`src/design/adc_seq_defs.svh`:
```
`ifndef ADC_SEQ_DEFS_SVH
`define ADC_SEQ_DEFS_SVH
// register byte offsets
`define OFS_CTRL0 12'h000
`define OFS_CTRL1 12'h004
`define OFS_RES_HI 12'h008
`define OFS_RES_LO 12'h00C
`define OFS_IRQ 12'h010
// control zero fields
`define C0_START 7
`define C0_BUSY 6
`define C0_PWR 5
`define C0_FMT 4
`define C0_CHAN_LSB 0
// control one fields
`define C1_SRC_LSB 5
`define C1_REF_LSB 3
`define C1_DIV_LSB 0
// interrupt register fields
`define IRQ_FLAG 0
`define IRQ_CONV_EN 1
`define IRQ_GLOBAL_EN 2
// reset values
`define CTRL0_RST 8'h00
`define CTRL1_RST 8'h00
// timing counts in converter clocks
`define SAMPLE_CYCLES 5'h04
`define CONVERT_CYCLES 5'h0C
`define TOTAL_CYCLES 5'h10
// recommended converter clock period bounds, ns
`define CONV_CLK_MIN_NS 500
`define CONV_CLK_MAX_NS 10000
// source and reference codes
`define SRC_INTERNAL 3'h1
`define REF_SUPPLY 2'h1
`define FULL_SCALE 12'hFFF
// axi responses
`define RESP_OKAY 2'h0
`define RESP_SLVERR 2'h2
`endif

```
`src/design/adc_seq_pkg.sv`:
```
package adc_seq_pkg;
  // analog core control bundle
  typedef struct packed {
    logic power_on;      // converter powered
    logic hold_reset;    // core held in reset
    logic sample;        // sampling phase
    logic convert;       // conversion phase
    logic sel_internal;  // internal amplified input
    logic sel_ground;    // grounded input
    logic ref_supply;    // reference from supply
    logic [3:0] channel; // external channel
  } core_ctrl_t;
  // sequencer phases
  typedef enum logic [1:0] {
    ST_IDLE,
    ST_ARMED,
    ST_SAMPLE,
    ST_CONVERT
  } seq_state_t;
endpackage

```
`src/design/conv_clock_divider.sv`:
```
`timescale 1ns/1ps
`include "adc_seq_defs.svh"
// makes one-cycle converter clock ticks from the system clock
module conv_clock_divider
  import adc_seq_pkg::*;
(
  input wire logic clock_i,
  input wire logic nrst_i,
  input wire logic clear_i,     // restart the divider phase
  input wire logic [2:0] sel_i, // divide by 2^sel
  output logic tick_o           // one pulse per converter clock
);
  logic [6:0] cnt_ff; // free count of system clocks
  logic [6:0] nxt_cnt;
  logic [6:0] mask;   // low bits that must be all ones

  // next count and tick; all-ones under mask marks a period end
  always_comb
  begin
    mask = 7'(8'h7F >> (3'h7 - sel_i)) & 7'h7F;
    if (sel_i == 3'h0)
    begin
      mask = 7'h00;
    end
    nxt_cnt = clear_i ? 7'h00 : 7'(cnt_ff + 7'h01);
    tick_o = ~clear_i & ((cnt_ff & mask) == mask);
  end

  // count register
  always_ff @(posedge clock_i or negedge nrst_i)
  begin
    if (!nrst_i)
    begin
      cnt_ff <= 7'h00;
    end
    else
    begin
      cnt_ff <= nxt_cnt;
    end
  end
endmodule

```
`src/design/conv_phase_timer.sv`:
```
`timescale 1ns/1ps
`include "adc_seq_defs.svh"
// walks the sample and convert phases on converter clock ticks
module conv_phase_timer
  import adc_seq_pkg::*;
(
  input wire logic clock_i,
  input wire logic nrst_i,
  input wire logic hold_i,  // core held in reset
  input wire logic go_i,    // one-cycle start
  input wire logic tick_i,  // converter clock tick
  output seq_state_t state_o,
  output logic done_o       // one-cycle end of conversion
);
  seq_state_t state_ff;
  seq_state_t nxt_state;
  logic [4:0] cnt_ff; // converter clocks elapsed in conversion
  logic [4:0] nxt_cnt;

  assign state_o = state_ff;

  // phase sequencing
  always_comb
  begin
    nxt_state = state_ff;
    nxt_cnt = cnt_ff;
    done_o = 1'b0;
    case (state_ff)
      ST_IDLE:
      begin
        if (go_i)
        begin
          nxt_state = ST_SAMPLE;
          nxt_cnt = 5'h00;
        end
      end
      ST_SAMPLE:
      begin
        if (tick_i)
        begin
          nxt_cnt = 5'(cnt_ff + 5'h01);
          if (nxt_cnt == `SAMPLE_CYCLES)
          begin
            nxt_state = ST_CONVERT;
          end
        end
      end
      ST_CONVERT:
      begin
        if (tick_i)
        begin
          nxt_cnt = 5'(cnt_ff + 5'h01);
          if (nxt_cnt == `TOTAL_CYCLES)
          begin
            nxt_state = ST_IDLE;
            done_o = 1'b1;
          end
        end
      end
      default:
      begin
        nxt_state = ST_IDLE;
      end
    endcase
    if (hold_i)
    begin
      nxt_state = ST_IDLE;
      nxt_cnt = 5'h00;
      done_o = 1'b0;
    end
  end

  // phase registers
  always_ff @(posedge clock_i or negedge nrst_i)
  begin
    if (!nrst_i)
    begin
      state_ff <= ST_IDLE;
      cnt_ff <= 5'h00;
    end
    else
    begin
      state_ff <= nxt_state;
      cnt_ff <= nxt_cnt;
    end
  end
endmodule

```
`src/design/adc_conversion_sequencer.sv`:
```
`timescale 1ns/1ps
`include "adc_seq_defs.svh"
// converter sequencer with an axi4-lite register slave
module adc_conversion_sequencer
  import adc_seq_pkg::*;
(
  input wire logic clock_i,
  input wire logic nrst_i,
  // axi4-lite write address
  input wire logic awvalid_i,
  output logic awready_o,
  input wire logic [11:0] awaddr_i,
  // axi4-lite write data
  input wire logic wvalid_i,
  output logic wready_o,
  input wire logic [31:0] wdata_i,
  input wire logic [3:0] wstrb_i,
  // axi4-lite write response
  output logic bvalid_o,
  input wire logic bready_i,
  output logic [1:0] bresp_o,
  // axi4-lite read address
  input wire logic arvalid_i,
  output logic arready_o,
  input wire logic [11:0] araddr_i,
  // axi4-lite read data
  output logic rvalid_o,
  input wire logic rready_i,
  output logic [31:0] rdata_o,
  output logic [1:0] rresp_o,
  // analog core
  output adc_seq_pkg::core_ctrl_t core_o,
  input wire logic [11:0] core_result_i, // settled code at end
  // interrupt to the processor
  output logic irq_o
);
  // control and status state
  logic [7:0] ctrl0_ff; // start, power, format, channel
  logic [7:0] ctrl1_ff; // source, reference, divider
  logic flag_ff;        // completion request flag
  logic conv_en_ff;     // converter interrupt enable
  logic glob_en_ff;     // global interrupt enable
  logic busy_ff;        // conversion in progress
  logic [11:0] res_ff;  // captured result
  logic fmt_ff;         // format latched at start
  logic [7:0] nxt_ctrl0;
  logic [7:0] nxt_ctrl1;
  logic nxt_flag;
  logic nxt_conv_en;
  logic nxt_glob_en;
  logic nxt_busy;
  logic [11:0] nxt_res;
  logic nxt_fmt;
  // bus state
  logic aw_ff;          // write address held
  logic w_ff;           // write data held
  logic [11:0] awa_ff;
  logic [31:0] wd_ff;
  logic [3:0] ws_ff;
  logic bvalid_ff;
  logic [1:0] bresp_ff;
  logic rvalid_ff;
  logic [31:0] rdata_ff;
  logic [1:0] rresp_ff;
  logic nxt_aw;
  logic nxt_w;
  logic [11:0] nxt_awa;
  logic [31:0] nxt_wd;
  logic [3:0] nxt_ws;
  logic nxt_bvalid;
  logic [1:0] nxt_bresp;
  logic nxt_rvalid;
  logic [31:0] nxt_rdata;
  logic [1:0] nxt_rresp;
  // internal wires
  logic do_write;       // both halves of a write held
  logic start_fall;     // trigger written from high to low
  logic tick;
  logic done;
  logic [7:0] res_hi;
  logic [7:0] res_lo;
  logic [7:0] wbyte;
  seq_state_t phase;

  // divider restarts with each conversion for clean phase
  conv_clock_divider u_div (
    .clock_i(clock_i),
    .nrst_i(nrst_i),
    .clear_i(ctrl0_ff[`C0_START]),
    .sel_i(ctrl1_ff[`C1_DIV_LSB +: 3]),
    .tick_o(tick)
  );

  // sample and convert phase timer
  conv_phase_timer u_timer (
    .clock_i(clock_i),
    .nrst_i(nrst_i),
    // the falling trigger must win over its own last held cycle
    .hold_i((ctrl0_ff[`C0_START] | ~ctrl0_ff[`C0_PWR]) & ~start_fall),
    .go_i(start_fall),
    .tick_i(tick),
    .state_o(phase),
    .done_o(done)
  );

  assign awready_o = ~aw_ff;
  assign wready_o = ~w_ff;
  assign arready_o = ~rvalid_ff;
  assign bvalid_o = bvalid_ff;
  assign bresp_o = bresp_ff;
  assign rvalid_o = rvalid_ff;
  assign rdata_o = rdata_ff;
  assign rresp_o = rresp_ff;
  assign do_write = aw_ff & w_ff & ~bvalid_ff;
  assign wbyte = wd_ff[7:0];
  assign irq_o = flag_ff & conv_en_ff & glob_en_ff;

  // result arrangement: format 0 high-aligned, 1 low-aligned
  always_comb
  begin
    if (fmt_ff)
    begin
      res_hi = {4'h0, res_ff[11:8]};
      res_lo = res_ff[7:0];
    end
    else
    begin
      res_hi = res_ff[11:4];
      res_lo = {res_ff[3:0], 4'h0};
    end
  end

  // trigger falls when a write clears a set start bit
  assign start_fall = do_write & ws_ff[0] & (awa_ff == `OFS_CTRL0)
    & ctrl0_ff[`C0_START] & ~wbyte[`C0_START]
    & ctrl0_ff[`C0_PWR];

  // analog core controls
  always_comb
  begin
    core_o.power_on = ctrl0_ff[`C0_PWR];
    core_o.hold_reset = ctrl0_ff[`C0_START];
    core_o.sample = (phase == ST_SAMPLE);
    core_o.convert = (phase == ST_CONVERT);
    core_o.sel_internal =
      (ctrl1_ff[`C1_SRC_LSB +: 3] == `SRC_INTERNAL);
    core_o.sel_ground = (ctrl1_ff[`C1_SRC_LSB +: 3] >= 3'h2)
      & (ctrl1_ff[`C1_SRC_LSB +: 3] <= 3'h4);
    core_o.ref_supply =
      (ctrl1_ff[`C1_REF_LSB +: 2] == `REF_SUPPLY);
    core_o.channel = ctrl0_ff[`C0_CHAN_LSB +: 4];
  end

  // register file and conversion status next values
  always_comb
  begin
    nxt_ctrl0 = ctrl0_ff;
    nxt_ctrl1 = ctrl1_ff;
    nxt_flag = flag_ff;
    nxt_conv_en = conv_en_ff;
    nxt_glob_en = glob_en_ff;
    nxt_busy = busy_ff;
    nxt_res = res_ff;
    nxt_fmt = fmt_ff;
    // software writes, low byte lane only
    if (do_write & ws_ff[0])
    begin
      case (awa_ff)
        `OFS_CTRL0:
        begin
          // busy bit is read only
          nxt_ctrl0 = {wbyte[7], 1'b0, wbyte[5:0]};
        end
        `OFS_CTRL1:
        begin
          nxt_ctrl1 = wbyte;
        end
        `OFS_IRQ:
        begin
          if (!wbyte[`IRQ_FLAG])
          begin
            nxt_flag = 1'b0; // writing zero clears the flag
          end
          nxt_conv_en = wbyte[`IRQ_CONV_EN];
          nxt_glob_en = wbyte[`IRQ_GLOBAL_EN];
        end
        default:
        begin
        end
      endcase
    end
    // conversion start: busy rises, format captured
    if (start_fall)
    begin
      nxt_busy = 1'b1;
      nxt_fmt = ctrl0_ff[`C0_FMT];
    end
    // trigger high or power off abandons conversion
    if (ctrl0_ff[`C0_START] | ~ctrl0_ff[`C0_PWR])
    begin
      if (!start_fall)
      begin
        nxt_busy = 1'b0;
      end
    end
    // completion: result stored, busy drops, flag set wins
    if (done)
    begin
      nxt_busy = 1'b0;
      nxt_res = core_result_i & `FULL_SCALE;
      nxt_flag = 1'b1;
    end
  end

  // register file and status registers
  always_ff @(posedge clock_i or negedge nrst_i)
  begin
    if (!nrst_i)
    begin
      ctrl0_ff <= `CTRL0_RST;
      ctrl1_ff <= `CTRL1_RST;
      flag_ff <= 1'b0;
      conv_en_ff <= 1'b0;
      glob_en_ff <= 1'b0;
      busy_ff <= 1'b0;
      res_ff <= 12'h000;
      fmt_ff <= 1'b0;
    end
    else
    begin
      ctrl0_ff <= nxt_ctrl0;
      ctrl1_ff <= nxt_ctrl1;
      flag_ff <= nxt_flag;
      conv_en_ff <= nxt_conv_en;
      glob_en_ff <= nxt_glob_en;
      busy_ff <= nxt_busy;
      res_ff <= nxt_res;
      fmt_ff <= nxt_fmt;
    end
  end

  // bus channel next values
  always_comb
  begin
    nxt_aw = aw_ff;
    nxt_w = w_ff;
    nxt_awa = awa_ff;
    nxt_wd = wd_ff;
    nxt_ws = ws_ff;
    nxt_bvalid = bvalid_ff;
    nxt_bresp = bresp_ff;
    nxt_rvalid = rvalid_ff;
    nxt_rdata = rdata_ff;
    nxt_rresp = rresp_ff;
    // capture address and data in either order
    if (awvalid_i & ~aw_ff)
    begin
      nxt_aw = 1'b1;
      nxt_awa = {awaddr_i[11:2], 2'b00};
    end
    if (wvalid_i & ~w_ff)
    begin
      nxt_w = 1'b1;
      nxt_wd = wdata_i;
      nxt_ws = wstrb_i;
    end
    // write commits and response issues
    if (do_write)
    begin
      nxt_bvalid = 1'b1;
      nxt_aw = 1'b0;
      nxt_w = 1'b0;
      case (awa_ff)
        `OFS_CTRL0, `OFS_CTRL1, `OFS_RES_HI, `OFS_RES_LO, `OFS_IRQ:
        begin
          nxt_bresp = `RESP_OKAY;
        end
        default:
        begin
          nxt_bresp = `RESP_SLVERR;
        end
      endcase
    end
    else if (bvalid_ff & bready_i)
    begin
      nxt_bvalid = 1'b0;
    end
    // read answer
    if (arvalid_i & ~rvalid_ff)
    begin
      nxt_rvalid = 1'b1;
      nxt_rresp = `RESP_OKAY;
      case ({araddr_i[11:2], 2'b00})
        `OFS_CTRL0:
        begin
          nxt_rdata = {24'h0, ctrl0_ff[7], busy_ff,
            ctrl0_ff[5:0]};
        end
        `OFS_CTRL1:
        begin
          nxt_rdata = {24'h0, ctrl1_ff};
        end
        `OFS_RES_HI:
        begin
          nxt_rdata = {24'h0, res_hi};
        end
        `OFS_RES_LO:
        begin
          nxt_rdata = {24'h0, res_lo};
        end
        `OFS_IRQ:
        begin
          nxt_rdata = {29'h0, glob_en_ff, conv_en_ff, flag_ff};
        end
        default:
        begin
          nxt_rdata = 32'h0;
          nxt_rresp = `RESP_SLVERR;
        end
      endcase
    end
    else if (rvalid_ff & rready_i)
    begin
      nxt_rvalid = 1'b0;
    end
  end

  // bus channel registers
  always_ff @(posedge clock_i or negedge nrst_i)
  begin
    if (!nrst_i)
    begin
      aw_ff <= 1'b0;
      w_ff <= 1'b0;
      awa_ff <= 12'h000;
      wd_ff <= 32'h0;
      ws_ff <= 4'h0;
      bvalid_ff <= 1'b0;
      bresp_ff <= 2'h0;
      rvalid_ff <= 1'b0;
      rdata_ff <= 32'h0;
      rresp_ff <= 2'h0;
    end
    else
    begin
      aw_ff <= nxt_aw;
      w_ff <= nxt_w;
      awa_ff <= nxt_awa;
      wd_ff <= nxt_wd;
      ws_ff <= nxt_ws;
      bvalid_ff <= nxt_bvalid;
      bresp_ff <= nxt_bresp;
      rvalid_ff <= nxt_rvalid;
      rdata_ff <= nxt_rdata;
      rresp_ff <= nxt_rresp;
    end
  end
endmodule

```
`config.mk`:
```
export PLATFORM = sky130hd
export DESIGN_NAME = adc_conversion_sequencer
export DESIGN_NICKNAME = d
export VERILOG_FILES = /design/src/design/adc_seq_pkg.sv /design/src/design/conv_clock_divider.sv /design/src/design/conv_phase_timer.sv /design/src/design/adc_conversion_sequencer.sv
export VERILOG_INCLUDE_DIRS = /design/src /design/src/design
export SDC_FILE = /design/constraint.sdc
export NUM_CORES = 1
export LEC_CHECK = 0
export BUFFER_PORTS_ARGS = -buffer_cell sky130_fd_sc_hd__buf_2
export CORE_ASPECT_RATIO = 0.9
export CORE_MARGIN = 4
export CORE_UTILIZATION = 23
export DETAILED_ROUTE_END_ITERATION = 6
export GPL_TIMING_DRIVEN = 0
export MAX_ROUTING_LAYER = met4
export PLACE_DENSITY_LB_ADDON = 0.12
export SLEW_MARGIN = 40
export SYNTH_ARGS = -nofsm -noshare
export SYNTH_HDL_FRONTEND = slang
export SYNTH_HIERARCHICAL = 1
export SYNTH_SLANG_ARGS = --single-unit
export TNS_END_PERCENT = 100
```
`constraint.sdc`:
```
create_clock -name clock_i -period 3.8 [get_ports clock_i]
set_input_delay 0.76 -clock clock_i [delete_from_list [all_inputs] [get_ports clock_i]]
set_output_delay 0.76 -clock clock_i [all_outputs]
set_load 0.005 [all_outputs]
```
==> impl_metrics.xml, run 1 <==
<?xml version="1.0" encoding="UTF-8"?>
<metrics>
  <group name="run_status">
    <metric name="run_status" unit="">completed</metric>
  </group>
  <group name="yosys">
    <metric name="synth_adder_area_share" unit="">0.00928</metric>
    <metric name="post_synth_instance_area" unit="um2">4040</metric>
    <metric name="ys.flop_type" unit="">dfrtp_1</metric>
    <metric name="synth_cells" unit="">349</metric>
    <metric name="synth_compound_gate_area_share" unit="">0.103</metric>
    <metric name="synth-seq-area-share" unit="">0.489</metric>
    <metric name="async_reset_ff_frac" unit="">1.00</metric>
    <metric name="post_synth_main_area_contributors" unit="">dfrtp_1 (49%), mux2_2 (14%), buf_4 (5.9%)</metric>
    <metric name="synth.lib_cells_used.distinct" unit="">55</metric>
    <metric name="postSynthAreaPerCell" unit="um2">11.6</metric>
    <metric name="synth_simple_gate_area_frac" unit="">0.136</metric>
    <metric name="synthDominantCellAreaShare" unit="">0.489</metric>
    <metric name="synth.mux.area_fraction" unit="">0.169</metric>
    <metric name="postSynthRegisterBits" unit="">79</metric>
    <metric name="synth_warn" unit="">6</metric>
    <metric name="synth_top_family_by_area" unit="">multiplexers</metric>
    <metric name="synth_xor_area_frac" unit="">0.0130</metric>
    <metric name="edff_count_synth" unit="">0</metric>
    <metric name="dominant_cell_type_by_area_after_synthesis" unit="">dfrtp_1</metric>
  </group>
  <group name="pwr">
    <metric name="vdd.ir_drop.worst" unit="V">0.000259</metric>
    <metric name="p_leak" unit="nW">2.47</metric>
    <metric name="power_density_over_the_cells" unit="nW/um2">501</metric>
  </group>
  <group name="routing">
    <metric name="antenna_viol_nets_final" unit="">0</metric>
    <metric name="viasPerCell" unit="">4.21</metric>
    <metric name="detail_route.drc_violations" unit="">0</metric>
    <metric name="drt_pass1_iterations" unit="">4</metric>
    <metric name="detailroute.via_count" unit="">2941</metric>
    <metric name="post_drt_wl_per_cell" unit="um">14.7</metric>
    <metric name="drt_iter0_drc" unit="">139</metric>
    <metric name="finalWirelength" unit="um">10300</metric>
  </group>
  <group name="cts">
    <metric name="cts_tree" unit="">built</metric>
    <metric name="clock_sink_count" unit="">79</metric>
    <metric name="clk_pin_slew" unit="ns">0.07</metric>
    <metric name="postCtsSetupRepairBufs" unit="">0</metric>
    <metric name="tritoncts.num_buffers" unit="">9</metric>
    <metric name="ctsLongestPathBuffers" unit="">2</metric>
    <metric name="cts.hold.buffers_added" unit="">0</metric>
    <metric name="worst_skew_pair.late_latency" unit="ns">0.35</metric>
    <metric name="root_buffer" unit="">clkbuf_16</metric>
    <metric name="clock_tree.htree_level_count" unit="">3</metric>
  </group>
  <group name="setup_path">
    <metric name="end_kind" unit="">register</metric>
    <metric name="crit_chain" unit="">nor4b_1 -&gt; nand4_2 -&gt; o21ai_0 -&gt; nand2_1 -&gt; nand3b_1 -&gt; nor4_4 -&gt; clkbuf_2 -&gt; mux2_2</metric>
    <metric name="start_kind" unit="">register</metric>
    <metric name="critPathMaxFanout" unit="">10</metric>
    <metric name="worst-endpoint-arrival" unit="ns">3.73</metric>
    <metric name="timing.critical_path.slowest_stage_cell" unit="">nor4_4</metric>
    <metric name="cpPeakStageDelay" unit="ns">0.51</metric>
    <metric name="worstSetupPathType" unit="">register to register</metric>
    <metric name="worst-endpoint-required" unit="ns">4.03</metric>
  </group>
  <group name="sta">
    <metric name="finalSetupViolCount" unit="">0</metric>
    <metric name="timing.final.crit_share" unit="">0.922</metric>
    <metric name="report.final.hold_viol_count" unit="">0</metric>
    <metric name="timing.final.ws_setup" unit="ns">0.296</metric>
    <metric name="timing.final.crit_period" unit="ns">3.50</metric>
    <metric name="hold_ws" unit="ns">0.268</metric>
    <metric name="max_slew_margin" unit="">0.615</metric>
    <metric name="grt_setup_unrepaired" unit="">false</metric>
    <metric name="fmaxAchievable" unit="MHz">285</metric>
    <metric name="slew_viol_final" unit="">0</metric>
    <metric name="clock_skew" unit="ns">0.00938</metric>
    <metric name="worst_slew_pin_slew" unit="ns">0.578</metric>
    <metric name="fin_setup_tns" unit="ns">0</metric>
  </group>
  <group name="cells_and_area">
    <metric name="final_cell_area" unit="um2">5150</metric>
    <metric name="finish.net_count" unit="">540</metric>
    <metric name="n_antenna_cell" unit="">0</metric>
    <metric name="mostFrequentLayoutCells" unit="">dfrtp_1 (79), buf_2 (74), mux2_2 (49), buf_4 (32), conb_1 (26)</metric>
    <metric name="syn2layout_area_growth" unit="%">27.3</metric>
    <metric name="fin_cells" unit="">698</metric>
    <metric name="drive_above_1_share" unit="">0.397</metric>
    <metric name="layout_commonest_cell" unit="">dfrtp_1</metric>
  </group>
  <group name="global_route">
    <metric name="overflow" unit="">0</metric>
    <metric name="groute.usage.overall" unit="">0.110</metric>
    <metric name="pin_count_of_the_biggest_net_entering_global_routing" unit="">56</metric>
    <metric name="antenna_violations_before_repair" unit="">0</metric>
    <metric name="grt_first_pass_wirelength" unit="um">16200</metric>
    <metric name="first_global_vias" unit="">2954</metric>
  </group>
  <group name="floorplan">
    <metric name="placementRows" unit="">45</metric>
    <metric name="die_w" unit="um">148</metric>
    <metric name="initial_utilization" unit="">0.237</metric>
    <metric name="die_height" unit="um">134</metric>
    <metric name="boundaryPins" unit="">132</metric>
    <metric name="design.core.area" unit="um2">17100</metric>
    <metric name="die_outline_area" unit="um2">19800</metric>
  </group>
  <group name="placed_design">
    <metric name="dp_slack" unit="ns">-0.249</metric>
    <metric name="numPlacedInstances" unit="">682</metric>
    <metric name="gpl.final_weighted_congestion" unit="">0.760</metric>
    <metric name="place.detailed.hpwl" unit="um">7790</metric>
    <metric name="io_buffers" unit="">72</metric>
    <metric name="placedInstanceArea" unit="um2">4830</metric>
  </group>
  <group name="hold_path">
    <metric name="worst_hold_path_type" unit="">primary input to async pin</metric>
  </group>
  <group name="run">
    <metric name="max_cap_violations" unit="">0</metric>
  </group>
</metrics>
## synthesized netlist by cell type (2+ instances only)
| master | instances |
|---|---|
| o31ai_1 | 2 |
| a21o_1 | 3 |
| o21ai_0 | 16 |
| o22ai_1 | 5 |
| mux2i_1 | 12 |
| a211o_1 | 4 |
| nor2b_1 | 12 |
| buf_2 | 3 |
| nand2b_1 | 6 |
| nand3_1 | 9 |
| buf_4 | 32 |
| a21oi_1 | 4 |
| mux2_2 | 49 |
| nor3_4 | 2 |
| inv_1 | 8 |
| a32o_1 | 4 |
| o211ai_1 | 5 |
| a222oi_1 | 3 |
| ha_1 | 3 |
| dfrtp_1 | 79 |
| xor2_1 | 2 |
| nor2_1 | 17 |
| or3_1 | 2 |
| clkbuf_1 | 10 |
| nor4_1 | 2 |
| nand3b_1 | 2 |
| a22oi_1 | 3 |
| nand2_1 | 14 |
| and3b_1 | 2 |
| nor3b_1 | 3 |
| nand3_2 | 2 |
| and3_1 | 2 |
| nand4_2 | 2 |
| xnor2_1 | 4 |
## repair_timing
item	in CTS	in global routing
gates resized for setup	2	0
setup endpoints to repair	9	9
pin swaps	0	1
## layer usage
layer | vias up | part of all wire | GRT usage
li1 | 1436 | - | -
met1 | 1412 | 0.50 | 0.150
met2 | 79 | 0.43 | 0.153
met3 | 14 | 0.048 | 0.0331
met4 | 0 | 0.018 | 0.0399
met5 | - | 0 | -
## logic make-up after synthesis
family	Yosys count
buffers and inverters	53
XOR/XNOR	6
other	1
AND/OR/NAND/NOR	87
multiplexers	62
adder cells (fa/ha/maj)	3
flip-flops	79
AO/OA/AOI/OAI	58
## worst paths after layout
kind                       startpoint            endpoint  slack (ns)  cells past startpoint
hold reg to reg              wd_ff[6]         ctrl1_ff[6]        0.51                      1
hold / removal                 nrst_i  u_timer/state_o[0]        0.27                      1
setup reg to reg            awa_ff[2]          res_ff[10]        0.30                      8
max in group asynchronous      nrst_i               aw_ff        2.96                      2
min in group clock_i         wd_ff[6]         ctrl1_ff[6]        0.51                      1
setup / recovery            awa_ff[2]          res_ff[10]        0.30                      8
## area by class of cell
type                       instances  area, um2
clock inverter                     7       78.8
inverter                           8       30.0
timing repair buffer              73        394
fill                            1772      11900
clock buffer                       9        225
sequential                        79       1980
multi-input combinational        242       1850
buffer                            45        294
tap                              235        294
## metrics by stage
step / total power [mW] / utilization
2_1_floorplan: 1.52 / -
3_3_place_gp: 1.69 / 0.281
3_5_place_dp: 1.71 / 0.283
4_1_cts: 2.64 / 0.302
5_1_grt: 2.75 / 0.302
6_report: 2.58 / 0.302
## worst max-delay path: cells and delay by family, from the launching register on
kind / cells / cell delay (ns)
buf+inv: 1 / 0.37
flops: 1 / 0.44
compound gates: 1 / 0.30
mux: 1 / 0.37
simple gates: 5 / 1.89
## state kept, by name, summed over array words and instances, names as in the netlist, 2 cells and up
name             count
res_ff              12
awa_ff              10
ctrl1_ff             8
rdata_o              8
wd_ff                8
ctrl0_ff             7
u_div/cnt_ff         7
u_timer/cnt_ff       5
u_timer/state_o      2
## report_power, final
part           total, mW  switching, mW  internal [mW]
Combinational      0.487          0.213          0.274
Sequential          1.19          0.184           1.01
Clock              0.895          0.378          0.517
Total               2.58          0.776           1.80
Power figures use the tool's default switching activity.
==> inputs of run 2 (changes only) <==
--- a/config.mk
+++ b/config.mk
@@ -9,7 +9,7 @@
 export BUFFER_PORTS_ARGS = -buffer_cell sky130_fd_sc_hd__buf_2
 export CORE_ASPECT_RATIO = 0.9
 export CORE_MARGIN = 4
-export CORE_UTILIZATION = 23
+export CORE_UTILIZATION = 25
 export DETAILED_ROUTE_END_ITERATION = 6
 export GPL_TIMING_DRIVEN = 0
 export MAX_ROUTING_LAYER = met4
==> impl_metrics.xml, run 2 (same netlist as run 1, synthesis figures left out) <==
<?xml version="1.0" encoding="UTF-8"?>
<metrics>
  <group name="run_status">
    <metric name="run_status" unit="">completed</metric>
  </group>
  <group name="cts">
    <metric name="postCtsSetupRepairBufs" unit="">0</metric>
    <metric name="worst_skew_pair.late_latency" unit="ns">0.35</metric>
    <metric name="cts_tree" unit="">built</metric>
    <metric name="clock_sink_count" unit="">79</metric>
    <metric name="root_buffer" unit="">clkbuf_16</metric>
    <metric name="ctsLongestPathBuffers" unit="">2</metric>
    <metric name="clk_pin_slew" unit="ns">0.07</metric>
    <metric name="clock_tree.htree_level_count" unit="">3</metric>
    <metric name="tritoncts.num_buffers" unit="">9</metric>
    <metric name="cts.hold.buffers_added" unit="">0</metric>
  </group>
  <group name="placed_design">
    <metric name="gpl.final_weighted_congestion" unit="">0.827</metric>
    <metric name="place.detailed.hpwl" unit="um">7520</metric>
    <metric name="placedInstanceArea" unit="um2">4790</metric>
    <metric name="numPlacedInstances" unit="">649</metric>
    <metric name="io_buffers" unit="">72</metric>
    <metric name="dp_slack" unit="ns">-0.210</metric>
  </group>
  <group name="cells_and_area">
    <metric name="mostFrequentLayoutCells" unit="">dfrtp_1 (79), buf_2 (74), mux2_2 (49), buf_4 (32), conb_1 (26)</metric>
    <metric name="n_antenna_cell" unit="">0</metric>
    <metric name="fin_cells" unit="">665</metric>
    <metric name="largestRegisters" unit="">res_ff: 12 flops, awa_ff: 10 flops</metric>
    <metric name="finish.net_count" unit="">540</metric>
    <metric name="final_cell_area" unit="um2">5110</metric>
    <metric name="largest_reg_flops" unit="">12</metric>
    <metric name="drive_above_1_share" unit="">0.397</metric>
    <metric name="largest-register" unit="">res_ff</metric>
    <metric name="layout_commonest_cell" unit="">dfrtp_1</metric>
    <metric name="syn2layout_area_growth" unit="%">26.4</metric>
  </group>
  <group name="sta">
    <metric name="timing.final.crit_period" unit="ns">3.45</metric>
    <metric name="fmaxAchievable" unit="MHz">290</metric>
    <metric name="report.final.hold_viol_count" unit="">0</metric>
    <metric name="timing.final.ws_setup" unit="ns">0.354</metric>
    <metric name="hold_ws" unit="ns">0.310</metric>
    <metric name="timing.final.crit_share" unit="">0.907</metric>
    <metric name="fin_setup_tns" unit="ns">0</metric>
    <metric name="clock_skew" unit="ns">0.0121</metric>
    <metric name="max_slew_margin" unit="">0.612</metric>
    <metric name="finalSetupViolCount" unit="">0</metric>
    <metric name="slew_viol_final" unit="">0</metric>
    <metric name="worst_slew_pin_slew" unit="ns">0.583</metric>
    <metric name="grt_setup_unrepaired" unit="">false</metric>
  </group>
  <group name="routing">
    <metric name="post_drt_wl_per_cell" unit="um">14.8</metric>
    <metric name="drt_iter0_drc" unit="">193</metric>
    <metric name="viasPerCell" unit="">4.46</metric>
    <metric name="drt_pass1_iterations" unit="">7</metric>
    <metric name="detail_route.drc_violations" unit="">0</metric>
    <metric name="detailroute.via_count" unit="">2968</metric>
    <metric name="antenna_viol_nets_final" unit="">0</metric>
    <metric name="finalWirelength" unit="um">9820</metric>
  </group>
  <group name="global_route">
    <metric name="antenna_violations_before_repair" unit="">0</metric>
    <metric name="overflow" unit="">0</metric>
    <metric name="groute.usage.overall" unit="">0.115</metric>
    <metric name="grt_first_pass_wirelength" unit="um">15800</metric>
    <metric name="first_global_vias" unit="">2939</metric>
    <metric name="pin_count_of_the_biggest_net_entering_global_routing" unit="">45</metric>
  </group>
  <group name="floorplan">
    <metric name="die_w" unit="um">142</metric>
    <metric name="die_outline_area" unit="um2">18300</metric>
    <metric name="placementRows" unit="">43</metric>
    <metric name="initial_utilization" unit="">0.258</metric>
    <metric name="design.core.area" unit="um2">15700</metric>
    <metric name="die_height" unit="um">129</metric>
    <metric name="boundaryPins" unit="">132</metric>
  </group>
  <group name="run">
    <metric name="max_cap_violations" unit="">0</metric>
  </group>
  <group name="setup_path">
    <metric name="worst-endpoint-required" unit="ns">4.02</metric>
    <metric name="worstSetupPathType" unit="">register to register</metric>
    <metric name="critPathMaxFanout" unit="">10</metric>
    <metric name="cp-startpoint" unit="">awa_ff[2]</metric>
    <metric name="worstReg2RegStart" unit="">awa_ff[2]</metric>
    <metric name="start_kind" unit="">register</metric>
    <metric name="worst-endpoint-arrival" unit="ns">3.66</metric>
    <metric name="end_kind" unit="">register</metric>
  </group>
  <group name="hold_path">
    <metric name="worst_hold_path_type" unit="">primary input to async pin</metric>
  </group>
  <group name="pwr">
    <metric name="vdd.ir_drop.worst" unit="V">0.000303</metric>
    <metric name="power_density_over_the_cells" unit="nW/um2">504</metric>
    <metric name="p_leak" unit="nW">2.47</metric>
  </group>
</metrics>
run 2: path summary, 6_finish.rpt:
kind / to / slack (ns) / cells past startpoint
worst max-delay path: res_ff[9] / 0.35 / 8
max in group asynchronous: res_ff[5] / 2.94 / 2
worst max register to register: res_ff[9] / 0.35 / 8
worst min-delay path: u_timer/cnt_ff[2] / 0.31 / 1
worst min register to register: bvalid_o / 0.50 / 1
min in group clock_i: bvalid_o / 0.50 / 1
run 2: area by class of cell:
type / count / area, um2
multi-input combinational: 242 / 1850
clock buffer: 9 / 225
buffer: 45 / 294
inverter: 8 / 30.0
timing repair buffer: 73 / 394
tap: 202 / 253
clock inverter: 7 / 83.8
sequential: 79 / 1980
fill: 1643 / 10500
run 2: per-stage QoR:
| step | util | total power, mW |
|---|---|---|
| after global routing | 0.326 | 2.75 |
| after detailed placement | 0.306 | 1.70 |
| after global placement | 0.303 | 1.68 |
| after CTS | 0.326 | 2.63 |
| after floorplan | - | 1.52 |
| final | 0.326 | 2.58 |
run 2: repair_timing:
action                                 CTS  global route
pin swaps                                0             1
resized for setup                        2             0
endpoints found under the hold margin    0             0
setup endpoints to repair                9             2
run 2: layer usage:
layer,track usage,vias up,part of all wire
li1,-,1434,-
met1,0.147,1428,0.47
met2,0.174,96,0.45
met3,0.0357,10,0.071
met4,0.0378,0,0.014
met5,-,-,0
run 2: critical path, cell delays in order, from the launching register on:
cell and delay, ns:
dfrtp_1 0.42, nor4b_1 0.39, nand4_2 0.44, o21ai_0 0.29, nand2_1 0.15, nand3b_1 0.40
nor4_4 0.46, clkbuf_2 0.37, mux2_2 0.38
run 2: where the power goes:
| group | internal [mW] | total [mW] | switching [mW] | leakage [nW] |
|---|---|---|---|---|
| sequential | 1.01 | 1.19 | 0.179 | 1.03 |
| combinational | 0.274 | 0.487 | 0.213 | 1.30 |
| clock | 0.523 | 0.901 | 0.379 | 0.149 |
| total | 1.81 | 2.58 | 0.770 | 2.47 |
